File: src/hw/addr_mod_regs.vh
// Constants for the address relocation and tag modifier.
// Assumes 36-bit words, bit 0 the least significant.
`ifndef ADDR_MOD_REGS_VH
`define ADDR_MOD_REGS_VH

// ----------------------------------------
// Modifier types
// ----------------------------------------
`define TM_REG 2'h0
`define TM_REG_IND 2'h1
`define TM_IND_TALLY 2'h2
`define TM_IND_REG 2'h3

// ----------------------------------------
// Register designators
// ----------------------------------------
`define TD_NONE 4'h0
`define TD_AU 4'h1
`define TD_QU 4'h2
`define TD_DU 4'h3
`define TD_IC 4'h4
`define TD_AL 4'h5
`define TD_QL 4'h6
`define TD_DL 4'h7

// ----------------------------------------
// Tally designators
// ----------------------------------------
`define TY_FAULT 4'h0
`define TY_CHAR_PTR 4'h8
`define TY_IND 4'h9
`define TY_SEQ_CHAR 4'hA
`define TY_ADD_DELTA 4'hB
`define TY_DI 4'hC
`define TY_DIC 4'hD
`define TY_ID 4'hE
`define TY_IDC 4'hF

// ----------------------------------------
// Word fields and base register
// ----------------------------------------
`define CHAR_WRAP 3'h6
`define BASE_FIXED_MASK 18'h3FDFE
`define BASE_RESET 18'h00000

`endif

File: src/hw/addr_modifier.v
// Effective-address generation: tag decode, indexing, indirection, tally,
// and relocation of every memory address in the unprivileged mode.
// Assumes a memory that answers one read or read-alter-rewrite at a time.
`timescale 1ns/1ns
`default_nettype none
`include "addr_mod_regs.vh"

module addr_modifier #(
    parameter AW = 18,
    parameter DW = 36
) (
    input wire clk,
    input wire rst_n,
    input wire start,
    input wire [DW-1:0] instr_word,
    input wire is_repeat,
    input wire privileged,
    input wire [AW-1:0] instruction_counter,
    input wire [DW-1:0] acc,
    input wire [DW-1:0] quot,
    input wire idx_we,
    input wire [2:0] idx_waddr,
    input wire [AW-1:0] idx_wdata,
    input wire load_base_instruction,
    input wire [AW-1:0] base_wdata,
    input wire mem_ack,
    input wire [DW-1:0] mem_rdata,
    output reg mem_req,
    output reg mem_rar,
    output reg [AW-1:0] mem_addr,
    output reg [DW-1:0] mem_wdata,
    output reg done,
    output reg [AW-1:0] eff_addr,
    output reg direct_valid,
    output reg [DW-1:0] direct_operand,
    output reg [2:0] char_pos,
    output reg tally_runout,
    output reg tag_fault,
    output reg busy,
    output reg [AW-1:0] relocation_base
);
    localparam S_IDLE = 3'h0;
    localparam S_MOD = 3'h1;
    localparam S_IDXW = 3'h2;
    localparam S_FETCH = 3'h3;
    localparam S_WAIT = 3'h4;
    localparam S_RAR = 3'h5;
    localparam S_IDX2 = 3'h6;

    reg [2:0] state_r;
    reg [AW-1:0] y_r;
    reg [1:0] tm_r;
    reg [3:0] td_r;
    reg [3:0] final_td_r;
    reg final_pend_r;
    reg tally_mode_r;
    reg [3:0] tally_td_r;
    reg [DW-1:0] ind_r;
    reg [3:0] idx_td_r;
    reg [1:0] after_r;
    wire [AW-1:0] idx_rdata;

    // ----------------------------------------
    // Helpers
    // ----------------------------------------
    function [AW-1:0] relocate;
        input [AW-1:0] a;
        input [AW-1:0] base;
        input priv;
        reg [8:0] hi;
        begin
            hi = a[AW-1:AW-9] + base[AW-1:AW-9];
            relocate = priv ? a : {hi, a[AW-10:0]};
        end
    endfunction

    function [AW-1:0] index_add;
        input [AW-1:0] y;
        input [3:0] td;
        input [AW-1:0] xr;
        input [AW-1:0] ic;
        input [DW-1:0] a;
        input [DW-1:0] q;
        begin
            case (td)
                `TD_AU: index_add = y + a[DW-1:AW];
                `TD_AL: index_add = y + a[AW-1:0];
                `TD_QU: index_add = y + q[DW-1:AW];
                `TD_QL: index_add = y + a[AW-1:0];
                `TD_IC: index_add = y + ic;
                default: index_add = td[3] ? y + xr : y;
            endcase
        end
    endfunction

    index_file #(.WIDTH(AW), .DEPTH(8), .AW(3)) u_idx (
        .clk(clk),
        .we(idx_we),
        .waddr(idx_waddr),
        .wdata(idx_wdata),
        .raddr(idx_td_r[2:0]),
        .rdata(idx_rdata)
    );

    wire [1:0] ind_tm = ind_r[5:4];
    wire [3:0] ind_td = ind_r[3:0];
    wire [AW-1:0] ind_y = ind_r[DW-1:AW];
    wire [11:0] ind_tally = ind_r[17:6];
    wire [2:0] ind_cf = ind_r[2:0];
    wire [5:0] ind_delta = ind_r[5:0];

    // ----------------------------------------
    // Base register
    // ----------------------------------------
    always @(posedge clk) begin
        if (!rst_n) begin
            relocation_base <= `BASE_RESET;
        end else if (load_base_instruction) begin
            relocation_base <= base_wdata & `BASE_FIXED_MASK;
        end
    end

    // ----------------------------------------
    // Modification sequencer
    // ----------------------------------------
    always @(posedge clk) begin
        if (!rst_n) begin
            state_r <= S_IDLE;
            y_r <= {AW{1'b0}};
            tm_r <= 2'h0;
            td_r <= 4'h0;
            final_td_r <= 4'h0;
            final_pend_r <= 1'b0;
            tally_mode_r <= 1'b0;
            tally_td_r <= 4'h0;
            ind_r <= {DW{1'b0}};
            idx_td_r <= 4'h0;
            after_r <= 2'h0;
            mem_req <= 1'b0;
            mem_rar <= 1'b0;
            mem_addr <= {AW{1'b0}};
            mem_wdata <= {DW{1'b0}};
            done <= 1'b0;
            eff_addr <= {AW{1'b0}};
            direct_valid <= 1'b0;
            direct_operand <= {DW{1'b0}};
            char_pos <= 3'h0;
            tally_runout <= 1'b0;
            tag_fault <= 1'b0;
            busy <= 1'b0;
        end else begin
            done <= 1'b0;
            case (state_r)
                S_IDLE: begin
                    if (start) begin
                        y_r <= instr_word[DW-1:AW];
                        tm_r <= instr_word[5:4];
                        td_r <= instr_word[3:0];
                        final_pend_r <= 1'b0;
                        tally_mode_r <= 1'b0;
                        direct_valid <= 1'b0;
                        tag_fault <= 1'b0;
                        busy <= 1'b1;
                        if (is_repeat) begin
                            eff_addr <= relocate(instr_word[DW-1:AW],
                                relocation_base, privileged);
                            done <= 1'b1;
                            busy <= 1'b0;
                        end else begin
                            state_r <= S_MOD;
                        end
                    end
                end
                S_MOD: begin
                    idx_td_r <= td_r;
                    case (tm_r)
                        `TM_REG: begin
                            // IR pending: apply final designator instead
                            if (final_pend_r) begin
                                idx_td_r <= final_td_r;
                            end
                            after_r <= 2'h0;
                            state_r <= S_IDXW;
                        end
                        `TM_REG_IND: begin
                            if (td_r == `TD_DU || td_r == `TD_DL) begin
                                idx_td_r <= `TD_NONE;
                            end
                            after_r <= 2'h1;
                            state_r <= S_IDXW;
                        end
                        `TM_IND_REG: begin
                            final_td_r <= td_r;
                            final_pend_r <= 1'b1;
                            state_r <= S_FETCH;
                        end
                        default: begin
                            tally_mode_r <= 1'b1;
                            tally_td_r <= td_r;
                            if (td_r == `TY_FAULT) begin
                                tag_fault <= 1'b1;
                                done <= 1'b1;
                                busy <= 1'b0;
                                state_r <= S_IDLE;
                            end else begin
                                state_r <= S_FETCH;
                            end
                        end
                    endcase
                end
                S_IDXW: begin
                    state_r <= S_IDX2;
                end
                S_IDX2: begin
                    if (after_r == 2'h1) begin
                        y_r <= index_add(y_r, idx_td_r, idx_rdata,
                            instruction_counter, acc, quot);
                        state_r <= S_FETCH;
                    end else if (idx_td_r == `TD_DU) begin
                        direct_operand <= {y_r, {AW{1'b0}}};
                        direct_valid <= 1'b1;
                        eff_addr <= y_r;
                        done <= 1'b1;
                        busy <= 1'b0;
                        state_r <= S_IDLE;
                    end else if (idx_td_r == `TD_DL) begin
                        direct_operand <= {{AW{1'b0}}, y_r};
                        direct_valid <= 1'b1;
                        eff_addr <= y_r;
                        done <= 1'b1;
                        busy <= 1'b0;
                        state_r <= S_IDLE;
                    end else begin
                        eff_addr <= relocate(index_add(y_r, idx_td_r, idx_rdata,
                            instruction_counter, acc, quot),
                            relocation_base, privileged);
                        done <= 1'b1;
                        busy <= 1'b0;
                        state_r <= S_IDLE;
                    end
                end
                S_FETCH: begin
                    mem_req <= 1'b1;
                    mem_addr <= relocate(y_r, relocation_base, privileged);
                    mem_rar <= tally_mode_r && tally_td_r != `TY_IND
                        && tally_td_r != `TY_CHAR_PTR;
                    state_r <= S_WAIT;
                end
                S_WAIT: begin
                    if (mem_ack) begin
                        mem_req <= 1'b0;
                        mem_rar <= 1'b0;
                        ind_r <= mem_rdata;
                        state_r <= tally_mode_r ? S_RAR : S_MOD;
                        if (!tally_mode_r) begin
                            y_r <= mem_rdata[DW-1:AW];
                            tm_r <= mem_rdata[5:4];
                            td_r <= mem_rdata[3:0];
                        end
                    end
                end
                S_RAR: begin
                    // Alter portion; rewrite travels with the done pulse, except for TY_DIC and TY_IDC, which hold done low and continue
                    tally_mode_r <= 1'b0;
                    eff_addr <= relocate(ind_y, relocation_base, privileged);
                    mem_wdata <= ind_r;
                    state_r <= S_IDLE;
                    done <= 1'b1;
                    busy <= 1'b0;
                    case (tally_td_r)
                        `TY_IND: begin
                            y_r <= ind_y;
                        end
                        `TY_CHAR_PTR: begin
                            char_pos <= ind_cf;
                        end
                        `TY_SEQ_CHAR: begin
                            char_pos <= ind_cf;
                            mem_wdata[17:6] <= ind_tally - 12'h001;
                            tally_runout <= (ind_tally == 12'h001);
                            if (ind_cf + 3'h1 == `CHAR_WRAP) begin
                                mem_wdata[2:0] <= 3'h0;
                                mem_wdata[DW-1:AW] <= ind_y + 18'h00001;
                            end else begin
                                mem_wdata[2:0] <= ind_cf + 3'h1;
                            end
                        end
                        `TY_ADD_DELTA: begin
                            mem_wdata[DW-1:AW] <= ind_y + {12'h000, ind_delta};
                            mem_wdata[17:6] <= ind_tally - 12'h001;
                            tally_runout <= (ind_tally == 12'h001);
                        end
                        `TY_DI, `TY_DIC: begin
                            mem_wdata[DW-1:AW] <= ind_y - 18'h00001;
                            mem_wdata[17:6] <= ind_tally + 12'h001;
                            tally_runout <= (ind_tally == 12'hFFF);
                            eff_addr <= relocate(ind_y - 18'h00001,
                                relocation_base, privileged);
                        end
                        default: begin
                            mem_wdata[DW-1:AW] <= ind_y + 18'h00001;
                            mem_wdata[17:6] <= ind_tally - 12'h001;
                            tally_runout <= (ind_tally == 12'h001);
                        end
                    endcase
                    if (tally_td_r == `TY_DIC || tally_td_r == `TY_IDC) begin
                        // Continue from the indirect word's tag
                        y_r <= (tally_td_r == `TY_DIC) ? ind_y - 18'h00001 : ind_y;
                        tm_r <= ind_tm;
                        td_r <= ind_td;
                        tally_td_r <= ind_td;
                        done <= 1'b0;
                        busy <= 1'b1;
                        state_r <= S_MOD;
                    end
                end
                default: begin
                    state_r <= S_IDLE;
                end
            endcase
        end
    end
endmodule

`default_nettype wire

File: src/hw/index_file.v
// Eight index registers of 18 bits with registered read data.
// Assumes one clock; write and read may share a cycle.
`timescale 1ns/1ns
`default_nettype none

module index_file #(
    parameter WIDTH = 18,
    parameter DEPTH = 8,
    parameter AW = 3
) (
    input wire clk,
    input wire we,
    input wire [AW-1:0] waddr,
    input wire [WIDTH-1:0] wdata,
    input wire [AW-1:0] raddr,
    output reg [WIDTH-1:0] rdata
);
    reg [WIDTH-1:0] mem [0:DEPTH-1];

    always @(posedge clk) begin
        if (we) begin
            mem[waddr] <= wdata;
        end
        rdata <= mem[raddr];
    end
endmodule

`default_nettype wire

File: config.mk
export PLATFORM = sky130hd
export DESIGN_NAME = addr_modifier
export DESIGN_NICKNAME = d
export VERILOG_FILES = /design/src/hw/addr_modifier.v /design/src/hw/index_file.v
export VERILOG_INCLUDE_DIRS = /design/src /design/src/hw
export SDC_FILE = /design/constraint.sdc
export NUM_CORES = 1
export LEC_CHECK = 0
export BUFFER_PORTS_ARGS = -buffer_cell sky130_fd_sc_hd__buf_2
export CELL_PAD_IN_SITES_DETAIL_PLACEMENT = 1
export CELL_PAD_IN_SITES_GLOBAL_PLACEMENT = 1
export CORE_MARGIN = 10
export CORE_UTILIZATION = 47
export CTS_BUF_LIST = sky130_fd_sc_hd__clkbuf_16
export CTS_CLUSTER_DIAMETER = 30
export DETAILED_ROUTE_END_ITERATION = 8
export HOLD_SLACK_MARGIN = 0.06
export PLACE_DENSITY = 0.85
export SKIP_LAST_GASP = 1
export SYNTH_ARGS = -nofsm -noshare
export SYNTH_HDL_FRONTEND = slang
export SYNTH_SLANG_ARGS = --single-unit
File: constraint.sdc
create_clock -name clk -period 10.1 [get_ports clk]
set_input_delay 1.01 -clock clk [delete_from_list [all_inputs] [get_ports clk]]
set_output_delay 1.01 -clock clk [all_outputs]
set_load 0.005 [all_outputs]
After elaboration in Yosys (flattened, before gate mapping):

Memories as Yosys holds them, arrays and structs flattened. A register that Yosys moved wholly into a read port is not among the register bits.
Index checks and enable logic that the tools add are counted.

* register bits after elaboration: 213
* latch bits: 0
* bits in writable memories: 144
* ROM bits: 0
* input port bits: 209
* output and inout bits: 136
* logic and storage cells: 217
* memories: 1

* add/subtract/negate cells: 16
* $mul: 0
* divide/modulo/power cells: 0
* $lt $le $gt $ge: 0
* eq/ne operators: 43
* shifts and indexed selects: 0
* multiplexer cells: 90
* bitwise gates (word level): 2
* reductions and logical operators: 41

Memory list
* u_idx.mem: depth 8, width 18, rd ports 1, clocked after memory_dff 1, write ports 1, RTL line index_file.v:18 `reg [WIDTH-1:0] mem [0:DEPTH-1];`

Operators with widths (number)
* $mux W18: 25
* $pmux W18 S4: 2
* $pmux W30 S4: 1
* $add A18 B18 Y18: 5
* $mux W36: 2
* $pmux W18 S3: 1
* $add A9 B9 Y9: 5
* $eq A4 B4 Y1 const B: 7
* $mux W4: 7
* $mux W1: 24
* $ne A2 B2 Y1 const B: 11
* $pmux W3 S7: 1
* $eq A4 B3 Y1 const B: 5
* $add A18 B1 Y18 const B: 1
* $add A18 B6 Y18: 1
* $mux W3: 6
* $sub A18 B1 Y18 const B: 1
* $pmux W4 S2: 2
* $reduce_and A3 Y1: 5
* $add A12 B1 Y12 const B: 1
* $eq A12 B1 Y1 const B: 1
* $eq A12 B12 Y1 const B: 1
* $eq A3 B3 Y1 const B: 4
* $eq A4 B2 Y1 const B: 3
* 32 further kinds: 70

Longest topological paths before layout:

Gate-level depths: netlist (run 1).

* depth after elaboration: 14
* mapped depth: 26

Cells and area by module:

From an unflattened synthesis (run 1), not the netlist that was laid out.

* cells, all modules: 2307
* area total of the unflattened synthesis: 21256.6 um^2

By module, submodules not included
* addr_modifier: instances 1, cells an instance 2068, area an instance 15292.2 um^2
* index_file: instances 1, cells an instance 239, area an instance 5964.5 um^2

Least setup slack after synthesis (run 1):

OpenSTA, ideal clock, no wires.

* path kind: flip-flop to flip-flop
* from: reg idx_td_r[3]
* to: reg eff_addr[17]
* setup time: 116 ps
* data arrival time: 5144 ps
* required time: 9984 ps
* setup slack: 4839 ps
* stages on the path, launching flop included: 24
* buffers on the path: 4
* cell sequence: dfxtp_1 > clkbuf_1 > clkbuf_8 > clkbuf_8 > nor3b_1 > clkbuf_1 > a21oi_1 > a31oi_1 > ha_1 > a21o_1 > a21oi_1 > o211ai_1 > a31o_2 > a31oi_1 > mux2i_1 > nand2_1 > ha_1 > or3_1 > o211ai_1 > mux2i_1 > xnor2_1 > and4_4 > o211ai_1 > a41o_1

* word-level cells in the longest chain between the ends: 14
* elaborated cells between the ends (all ways): 21
* classes of those cells: 1 x add/sub; 7 x eq/ne; 12 x mux; 1 x reduce/logical

RTL lines
* from (decl): RTL line addr_modifier.v:59 `reg [3:0] idx_td_r;`
* from (signal assigned): RTL line addr_modifier.v:175 `idx_td_r <= td_r;`
* from (signal assigned): RTL line addr_modifier.v:180 `idx_td_r <= final_td_r;`
* from (signal assigned): RTL line addr_modifier.v:187 `` idx_td_r <= `TD_NONE; ``
* $eq A4 B3 Y1: RTL line addr_modifier.v:85 `case (td)`
* $reduce_or A2 Y1 (no line)
* $pmux W18 S4: RTL line addr_modifier.v:85
* $mux W18: RTL line addr_modifier.v:226 `` end else if (idx_td_r == `TD_DL) begin ``
* $mux W18: RTL line addr_modifier.v:219 `` end else if (idx_td_r == `TD_DU) begin ``
* $mux W18: RTL line addr_modifier.v:215 `if (after_r == 2'h1) begin`
* $mux W18: RTL line addr_modifier.v:153 `case (state_r)`
* $mux W18: RTL line addr_modifier.v:127 `if (!rst_n) begin`
* $add A9 B9 Y9: RTL line addr_modifier.v:72 `hi = a[AW-1:AW-9] + base[AW-1:AW-9];`
* $mux W18: RTL line addr_modifier.v:73 `relocate = priv ? a : {hi, a[AW-10:0]};`
* $mux W18: RTL line addr_modifier.v:226
* $mux W18 (*): RTL line addr_modifier.v:219
* $mux W18 (*): RTL line addr_modifier.v:215
* $pmux W18 S3 (*): RTL line addr_modifier.v:153
* to (signal assigned): RTL line addr_modifier.v:222 `eff_addr <= y_r;`
* to (signal assigned): RTL line addr_modifier.v:229 `eff_addr <= y_r;`
* to (signal assigned): RTL line addr_modifier.v:234 `eff_addr <= relocate(index_add(y_r, idx_td_r, idx_rdata,`
* to (decl): RTL line addr_modifier.v:33 `output reg [AW-1:0] eff_addr,`

Every way passes the cells marked *; elsewhere a longest branch is shown, timed or not. The select of a mux whose other input is x is not followed.
A chain may end at the register's enable or synchronous reset.

Worst setup path in the final report (run 1):

* from: reg idx_td_r[1]
* to: reg eff_addr[17]

Same word-level chain as after synthesis.

==> results of run 1 <==
==> synth_stat cells, types with 24 or more instances <==
master    count
nor2_1      202
nor3_1       46
a21o_1       25
a21oi_1     255
nand2b_1     51
mux4_2       36
o211ai_1     24
edfxtp_1    144
xnor2_1      71
a31oi_1      44
ha_1         85
dfxtp_1     230
clkbuf_1    121
a211oi_1     47
nand3_1      63
and3_1       24
mux2i_1      49
xor2_1       42
nand2_1     287
o21ai_0      98
inv_1        34
==> stage by stage <==
| step | cell area (µm²) | total power [mW] | setup WS, ns | hold WS [ns] |
|---|---|---|---|---|
| final | 26100 | 6.77 | 3.25 | 0.450 |
| after global routing | 26100 | 7.06 | 2.81 | 0.469 |
| after CTS | 26100 | 6.74 | 3.39 | 0.454 |
| after detailed placement | 23300 | 4.02 | 3.46 | 0.445 |
| after global placement | 23300 | 3.92 | 3.68 | 0.437 |
| after floorplan | 21400 | 3.35 | 4.84 | 0.448 |
==> cells in the final DEF (no fill, tap or decap), types with 24 or more instances in the layout <==
master	count
a21o_1	25
edfxtp_1	144
nand2b_1	51
a211oi_1	46
clkbuf_16	89
a21oi_1	255
dfxtp_1	227
xnor2_1	71
nor2_1	202
mux2i_1	49
buf_2	310
ha_1	85
o211ai_1	24
o21ai_0	98
a31oi_1	44
nor3_1	43
mux4_2	36
xor2_1	42
nand2_1	287
buf_4	36
inv_1	46
nand3_1	63
==> layout make-up <==
class | count | share of cell area (%)
Multi-Input combinational cell | 1752 | 44.6
Sequential cell | 374 | 34.2
Clock buffer | 89 | 8.52
Timing Repair Buffer | 346 | 6.97
Tap cell | 600 | 2.87
Clock inverter | 69 | 2.32
Inverter | 35 | 0.522
Antenna cell | 8 | 0.0766
==> logic make-up (layout without fill, tap and decap cells) <==
group,count (synthesis),count (layout)
AOI/OAI and AO/OA,650,650
xor gates and xnor gates,115,115
muxes,104,104
adders and majority gates,93,93
other,1,10
buffers and inverters,196,539
and+or+nand+nor,788,788
DFF,374,374
==> worst max-delay path: cells and delay by family (launching register included) <==
family	cells	cell delay [ns]
flip-flops	1	0.31
AND/OR/NAND/NOR	5	2.12
multiplexers	1	0.34
AO/OA/AOI/OAI	11	2.26
adder cells (fa/ha/maj)	2	0.58
XOR/XNOR	2	0.39
buffers and inverters	1	0.67
==> power breakdown <==
group,internal (mW),switching (mW)
Combinational,0.848,1.33
Clock,1.69,0.968
Sequential,1.70,0.236
Total,4.24,2.53
==> state kept, by name, summed over array words and instances, names as in the netlist, 2 cells and up <==
signal,flops
final_td_r,4
u_idx.mem,144
mem_addr,18
char_pos,3
ind_r,36
td_r,4
mem_wdata,36
relocation_base,16
state_r,3
tally_td_r,4
u_idx.rdata,18
direct_operand,36
tm_r,2
idx_td_r,4
y_r,18
eff_addr,18
==> layer usage <==
| layer | wire length (µm) | up-vias |
|---|---|---|
| met5 | 39 | - |
| met4 | 4030 | 6 |
| met3 | 6780 | 255 |
| met2 | 41100 | 959 |
| met1 | 33400 | 10205 |
| li1 | - | 9126 |
==> worst max path at each step <==
stage                                      endpoint  cells past startpoint  slack (ns)                     start
after global placement    eff_addr[17]$_SDFFE_PN0P_                     23        3.68  idx_td_r[1]$_SDFFE_PN0P_
after detailed placement  eff_addr[17]$_SDFFE_PN0P_                     22        3.46  idx_td_r[1]$_SDFFE_PN0P_
after global routing      eff_addr[17]$_SDFFE_PN0P_                     23        2.81  idx_td_r[1]$_SDFFE_PN0P_
after floorplan           eff_addr[17]$_SDFFE_PN0P_                     23        4.84  idx_td_r[3]$_SDFFE_PN0P_
final                     eff_addr[17]$_SDFFE_PN0P_                     22        3.25  idx_td_r[1]$_SDFFE_PN0P_
after CTS                 eff_addr[17]$_SDFFE_PN0P_                     22        3.39  idx_td_r[1]$_SDFFE_PN0P_
==> results.md, run 1 <==
- The number of antenna violations at the first check in global routing is 9.
- The fraction of the mapped netlist area in compound gates is 19.3%.
- Setup repair after global routing left no endpoint under its margin.
- Setup slack on the worst reg-to-reg path comes out at 3.25 ns.
- The floorplan core area is 45200 µm².
- The area used by sequential logic in the layout is 8930 µm².
- The transition time at the pin with the least slew margin is ~1.2 ns.
- The synthesis-to-finish area growth is 22.3%.
- The total count of max-transition violations in the final report is 0.
- The number of antenna-violating nets in the routed design is 0.
- The cell count after synthesis came out at approximately 2300.
- For this block, the routed nets add up to 85.4 mm of wire.
- For the worst setup path, the data required time is 10.60 ns.
- The largest net degree at the start of global routing is 96.
- Of all cell types, the one taking the most synthesized area is dfxtp_1.
- Across the routed clock network, the largest skew measured is 0.0652 ns.
- After the first detailed-routing iteration, the DRC count stood at 1924.
- The total routing usage reported by global routing is a little under a third.
- The final clock period utilization by the worst path is 67.9%.
- The synthesized netlist devotes between 15 and 20% of its cell area to simple gates.
- The peak clock frequency supported by timing is ~0.15 GHz.
- Once placement completed, the tool counted placed cells totaling around 3100.
- The minimum period implied by the final worst setup slack is 6.85 ns.
- The leakage power summed over all cells is 10.5 nW.
- The library cell contributing the largest single delay on the critical path is nor3b_2.
- In the routed layout, each cell is associated on average with a via count of roughly 6.3.
- The routing usage on met1 is 36.8%.
- Of all nets on the critical path, the largest fanout is 63.
- Yosys attributes the largest share of cell area to dfxtp_1 (22%), edfxtp_1 (20%), a21oi_1 (6.0%).
- The type of the tightest min-delay check is reg2reg.
- The peak supply drop is 0.160 mV.
- The clock passes through at most 3 buffers.
- The placer's final routability congestion estimate is approximately 0.92.
- The dominant register cell in the synthesized netlist is dfxtp_1.
- The number of remaining DRC errors is 0.
- Pin placement for this block handled 345 I/O pins.
- The remaining global-route overflow is 0.
- The XOR/XNOR share of the synthesized area is just under 5%.
- The share of flip-flops with an asynchronous set or reset after synthesis is 0%.
- The number of buffers created by CTS is 86.
- The count of placed standard cells in the final layout, fillers left out is 3273.
- The worst hold path begins at mem_addr[8]$_SDFFE_PN0P_.
- The number of max-cap violations is 0.
- Clock latency on the worst-skew pair, taken at its later pin, is around 0.67 ns.
- In this run the tool buffered the top-level ports with 310 buffer cells.
- After synthesis, the largest family of logic cells by area is compound AO/OA/AOI/OAI gates.
- Gates resized during post-CTS repair numbered 0.
- Of the total synthesized cell area, the portion taken by full adders, half adders and majority gates is 5.72%.
- The synthesized cell area is 21400 µm².
- The unique cell type count in the Yosys netlist is 86.
- The end point of the worst hold path is mem_addr[8]$_SDFFE_PN0P_.
- The mux share of post-synthesis cell area is under 10%.
- The hold buffer count at CTS is 0.
- The via count of the routed design is 20551.
- For this run, global-route usage on met2 was measured as 50.4%.
- The tree is rooted in a clkbuf_16.
- The Yosys warning count is 0.
- The post-layout utilization of the core is 57.9%.
- Cells with a size suffix above 1 make up around 22% of the layout.
- The depth of the CTS H-tree is 3.
- The synthesized design contains 144 enable-type register cells.
- The fraction of synthesized cell area taken by the top area cell type is 21.5%.
- The number of standard-cell rows in the floorplan is 78.
- Post-CTS timing repair inserted 0 buffers for setup.
- The detailed placement HPWL is about 57 mm.
- The initial core utilization is 47.3%.
- The relative slew slack is 22.1%.
- The worst setup path is captured at a register.
- The critical path is of the reg2reg type.
- The depth of the worst hold-timing path is 2.
- Counting cells, the worst reg-to-reg path comes to 22.
- Summing all multi-input logic gate instances after layout gives 11600 µm².
- In this run the critical register-to-register path is captured at eff_addr[17]$_SDFFE_PN0P_.
- In this run the critical register-to-register path is launched from idx_td_r[1]$_SDFFE_PN0P_.
- In the final routed layout, each cell accounts on average for 26.1 µm.
- The flow ran to the end, and the final reports show no timing, DRC or antenna violations.
- Walking the worst path, the cells encountered are buf_4 > xnor2_1 > nor3b_2 > a21oi_1 > a31oi_1 > ha_1 > a21o_1 > a21oi_1 > o211ai_1 > a31o_2 > and3_1 > nor3_1 > and2_1 > ha_1 > a21oi_1 > o211ai_1 > o211ai_1 > mux2i_1 > xnor2_1 > and4_4 > o211ai_1 > a41o_1.
- After global routing, the most crowded layer is met2.
- Summing the sequential cell areas from Yosys gives 41.8% of the chip area.
- The total die area is 54400 µm².
- TritonCTS built the clock tree.
- The startpoint type of the worst setup path is a register.
- The die height is 233 µm.
- The via count of the first global-routing pass is 21413.
- The filler cell count is 5147.
- The average instance in the mapped netlist occupies 9.21 µm².
- The first-pass GRT wire length is 128 mm.
- The arrival time of data at the critical path endpoint is 7.36 ns.
- The final layout net count is about 2900.
- On the worst path, the slowest cell contributes a delay of roughly 0.96 ns.
- The first-pass iteration count of the detailed router is 5.
- The final setup TNS is 0 ns.
- For this run, global-route usage on met3 was measured as 7.02%.
- The final count of negative-setup-slack endpoints is 0.
- The floorplan step set the die width to 233 µm.
- The dominant cell type by count on the critical path is o211ai_1.
- The total count of hold-check failures in the final report is 0.
- The synthesized flop and latch total is 374.
- The tree built by TritonCTS fans out to 374 sinks.
- After clock tree synthesis, the clock-pin slew on the worst setup and hold paths is roughly 0.05 ns.
- The power per cell area is ~260 nW/µm².
(Power assumes the default switching activity.)
==> run 2: changes to the inputs <==
--- a/config.mk
+++ b/config.mk
@@ -10,12 +10,12 @@
 export CELL_PAD_IN_SITES_DETAIL_PLACEMENT = 1
 export CELL_PAD_IN_SITES_GLOBAL_PLACEMENT = 1
 export CORE_MARGIN = 10
-export CORE_UTILIZATION = 47
+export CORE_UTILIZATION = 44
 export CTS_BUF_LIST = sky130_fd_sc_hd__clkbuf_16
 export CTS_CLUSTER_DIAMETER = 30
 export DETAILED_ROUTE_END_ITERATION = 8
 export HOLD_SLACK_MARGIN = 0.06
-export PLACE_DENSITY = 0.85
+export PLACE_DENSITY = 0.8
 export SKIP_LAST_GASP = 1
 export SYNTH_ARGS = -nofsm -noshare
 export SYNTH_HDL_FRONTEND = slang
==> constraint.sdc (replaced) <==
create_clock -name clk -period 6.9 [get_ports clk]
set_input_delay 0.69 -clock clk [delete_from_list [all_inputs] [get_ports clk]]
set_output_delay 0.69 -clock clk [all_outputs]
set_load 0.005 [all_outputs]
==> run 2 against run 1 <==
Compared with the run above: wire length shrank 3.0%; critical path depth is 1 higher; final cell count is 0.27% higher; register-to-register slack worse by 2.2 ns; sequential share of layout area is 0.097 points higher; final area shrank 0.28%; first-iteration DRC count decreased by 25%; total power grew 45%; global-route usage decreased by 2.6 points; worst setup slack worse by 2.2 ns; die area is 6.2% higher; largest power group unchanged.
==> results.md, run 2 (synthesis gave the netlist of run 1 again) <==
- The flow ran to the end, and the final reports show no timing, DRC or antenna violations.
- The most numerous cell type found on the critical path is o211ai_1.
- The number of max-cap violations is 0.
- The via count of the first global-routing pass is 20793.
- Together, buffers and inverters on the worst path number 1.
- Once placement finished, the instance area stood at 23300 µm².
- The floorplan step defined a die boundary enclosing 57800 µm².
- In the final routed layout, each cell accounts on average for 25.3 µm.
- IR analysis of the VDD net gives a maximum drop of ~0.27 mV.
- The final setup TNS is 0 ns.
- The logic depth of the worst setup path including buffers is 23.
- After detailed routing, the number of vias per cell comes to roughly 6.
- Buffers inserted during clock tree synthesis total 83.
- The transition time at the pin with the least slew margin is roughly 1.2 ns.
- The number of I/O port buffers is 310.
- The peak clock frequency supported by timing is 0.170 GHz.
- Setup repair after global routing left no endpoint under its margin.
- The total routed wirelength is between 80 and 90 mm.
- The remaining global-route overflow is 0.
- The tightest hold margin is 0.313 ns.
- The number of instances resized during post-cts repair is 0.
- The total count of hold-check failures in the final report was 0.
- The register bank with the most flops is u_idx.mem.
- In this run the tightest slew margin relative to its limit is 17.5%.
- Among cell families on the critical path, the largest total delay comes from compound AO/OA/AOI/OAI gates.
- The area growth from synthesis to layout is 21.9%.
- TritonCTS built the clock tree.
- The worst setup path is captured at a register.
- The final setup slack of the worst path is 1.02 ns.
- The final clock period utilization by the worst path is 85.1%.
- The register with the most flip-flops in the layout has 144 of them.
- The depth of the worst hold-timing path is 3.
- The library cell used most frequently in the layout, excluding fill and tap cells, is buf_2.
- The clock transition at the register clock pins on the worst setup and hold paths after CTS is around 0.05 ns.
- The clock tree synthesis step divided the H-tree into 3 levels.
- The leakage power summed over all cells is approximately 10 nW.
- The worst hold path begins at mem_rdata[14].
- The die extent in x is 240 µm.
- Entering global routing, the biggest net connects 98 pins.
- The arrival time of data at the critical path endpoint is about 6.4 ns.
- The final count of negative-setup-slack endpoints is 0.
- The placer's final routability congestion estimate is between 0.9 and 1.
- In this run the post-CTS setup repair buffer count came out at 0.
- The tree is rooted in a clkbuf_16.
- For this configuration, the core starts out at a cell density of 44.7%.
- The first global-routing pass estimated 124 mm of wire.
- In the layout the commonest cells are buf_2 (310), nand2_1 (287), a21oi_1 (255), dfxtp_1 (227), nor2_1 (202).
- The critical path class is reg2reg.
- The first detailed-routing pass ran for 5 iterations.
- In this design, the stage delay of the slowest critical-path cell is between 0.6 and 0.7 ns.
- The worst flop-to-flop path startpoint is idx_td_r[1]$_SDFFE_PN0P_.
- The path class of the tightest hold or removal check is in2reg.
- The floorplan core area is 47800 µm².
- The number of antenna-violating nets in the routed design is 0.
- The depth of the most critical reg-to-reg path is 23.
- Timing analysis after detailed placement gives a worst setup slack of 1.14 ns.
- Summed over all nets, the half-perimeter wirelength after detailed placement is 57.1 mm.
- Of all nets on the critical path, the largest fanout is 23.
- The final standard cell area without fillers is 26100 µm².
- The floorplan has 80 rows.
- Measured along the y axis, the die boundary spans 240 µm.
- The count of placed standard cells in the final layout, fillers left out is between 3000 and 4000.
- The most critical setup path has its startpoint at idx_td_r[1]$_SDFFE_PN0P_.
- The worst path required time is 7.40 ns.
- The net count of the finished layout is 2897.
- The I/O pin count is between 300 and 400.
- The signal on the critical path passes through xnor2_1 > nor3b_2 > buf_4 > a21oi_1 > a31oi_1 > ha_1 > fa_1 > a21o_1 > a21oi_1 > o211ai_1 > a31o_2 > a21oi_1 > xnor2_1 > a21o_1 > ha_1 > o211ai_1 > o211ai_1 > o211ai_1 > mux2i_1 > xnor2_1 > and4_4 > o211ai_1 > a41o_1.
- The library cell contributing the largest single delay on the critical path is dfxtp_2.
- The source-to-sink clock delay at the later pin of the worst-skew pair is 0.63 ns.
- Counting along the longest clock path gives a buffer depth of 3.
- For flop-to-flop paths, the worst setup slack is 1.02 ns.
- For this design, the sink count on the clock tree is 374.
- The layout cell share with drive strength beyond 1 is 21.3%.
- The post-placement cell count is 3125.
- Power spread over the standard cell area amounts to 376 nW/µm².
- On the final layout, the worst clock skew is 0.0211 ns.
- The DRC violation total after the first TritonRoute iteration is 1445.
- The total count of max-transition violations in the final report was 0.
- The hold buffer count at CTS is 0.
- The number of antenna violations at the first check in global routing is 10.
- The total routing usage reported by global routing is between 20 and 30%.
- For this run, design rule violations remaining after detail routing come to 0.
- The routed design could run at a clock period as short as 5.88 ns.
- The startpoint type of the worst setup path is a register.
- The via count of the routed design is roughly 20000.
run 2: cell types whose count changed in the layout (fill, tap and decap cells not counted), moves of 2 or more:
cell / delta
buf_4: +3
bufinv_16: +5
clkbuf_16: -6
clkinv_16: -3
clkinv_2: -3
clkinv_4: -3
clkinv_8: +2
clkinvlp_4: -3
inv_1: +4
run 2: final timing paths:
kind	to
max	eff_addr[17]$_SDFFE_PN0P_
min	ind_r[14]$_SDFFE_PN0P_
max reg2reg	eff_addr[17]$_SDFFE_PN0P_
min reg2reg	mem_wdata[12]$_SDFFE_PN0P_
run 2: per-layer routing:
metal  vias up  track usage, %  routed length (µm)
li1       9110               -                   -
met5         -               0                  50
met4         8            12.3                3210
met1      9958            33.6               33300
met2       717            47.1               40600
met3       188            6.00                5790
run 2: area by class of cell:
type                    instances  area (µm²)
repair buffers                349        1840
well taps                     615         769
multi-input cells            1752       11600
flip-flops and latches        374        8930
clock inverters                67         644
fillers                      5470       21800
inverters                      35         136
clock buffers                  83        2080
diodes                          7        17.5
run 2: worst min-delay path, stage by stage:
cell and delay, ns:
buf_2 0.09, nand2_1 0.05, a21oi_1 0.05
run 2: through the flow:
step | utilization, % | total power, mW
finish | 54.5 | 9.79
global route | 54.5 | 10.3
CTS | 54.4 | 9.80
detailed placement | 48.8 | 5.90
global placement | 48.8 | 5.77
floorplan | - | 4.91
run 2: power breakdown:
part | internal (mW) | leakage, nW | switching, mW
Clock | 2.49 | 1.39 | 1.33
Sequential | 2.49 | 3.18 | 0.347
Combinational | 1.24 | 5.91 | 1.89
Total | 6.22 | 10.5 | 3.57
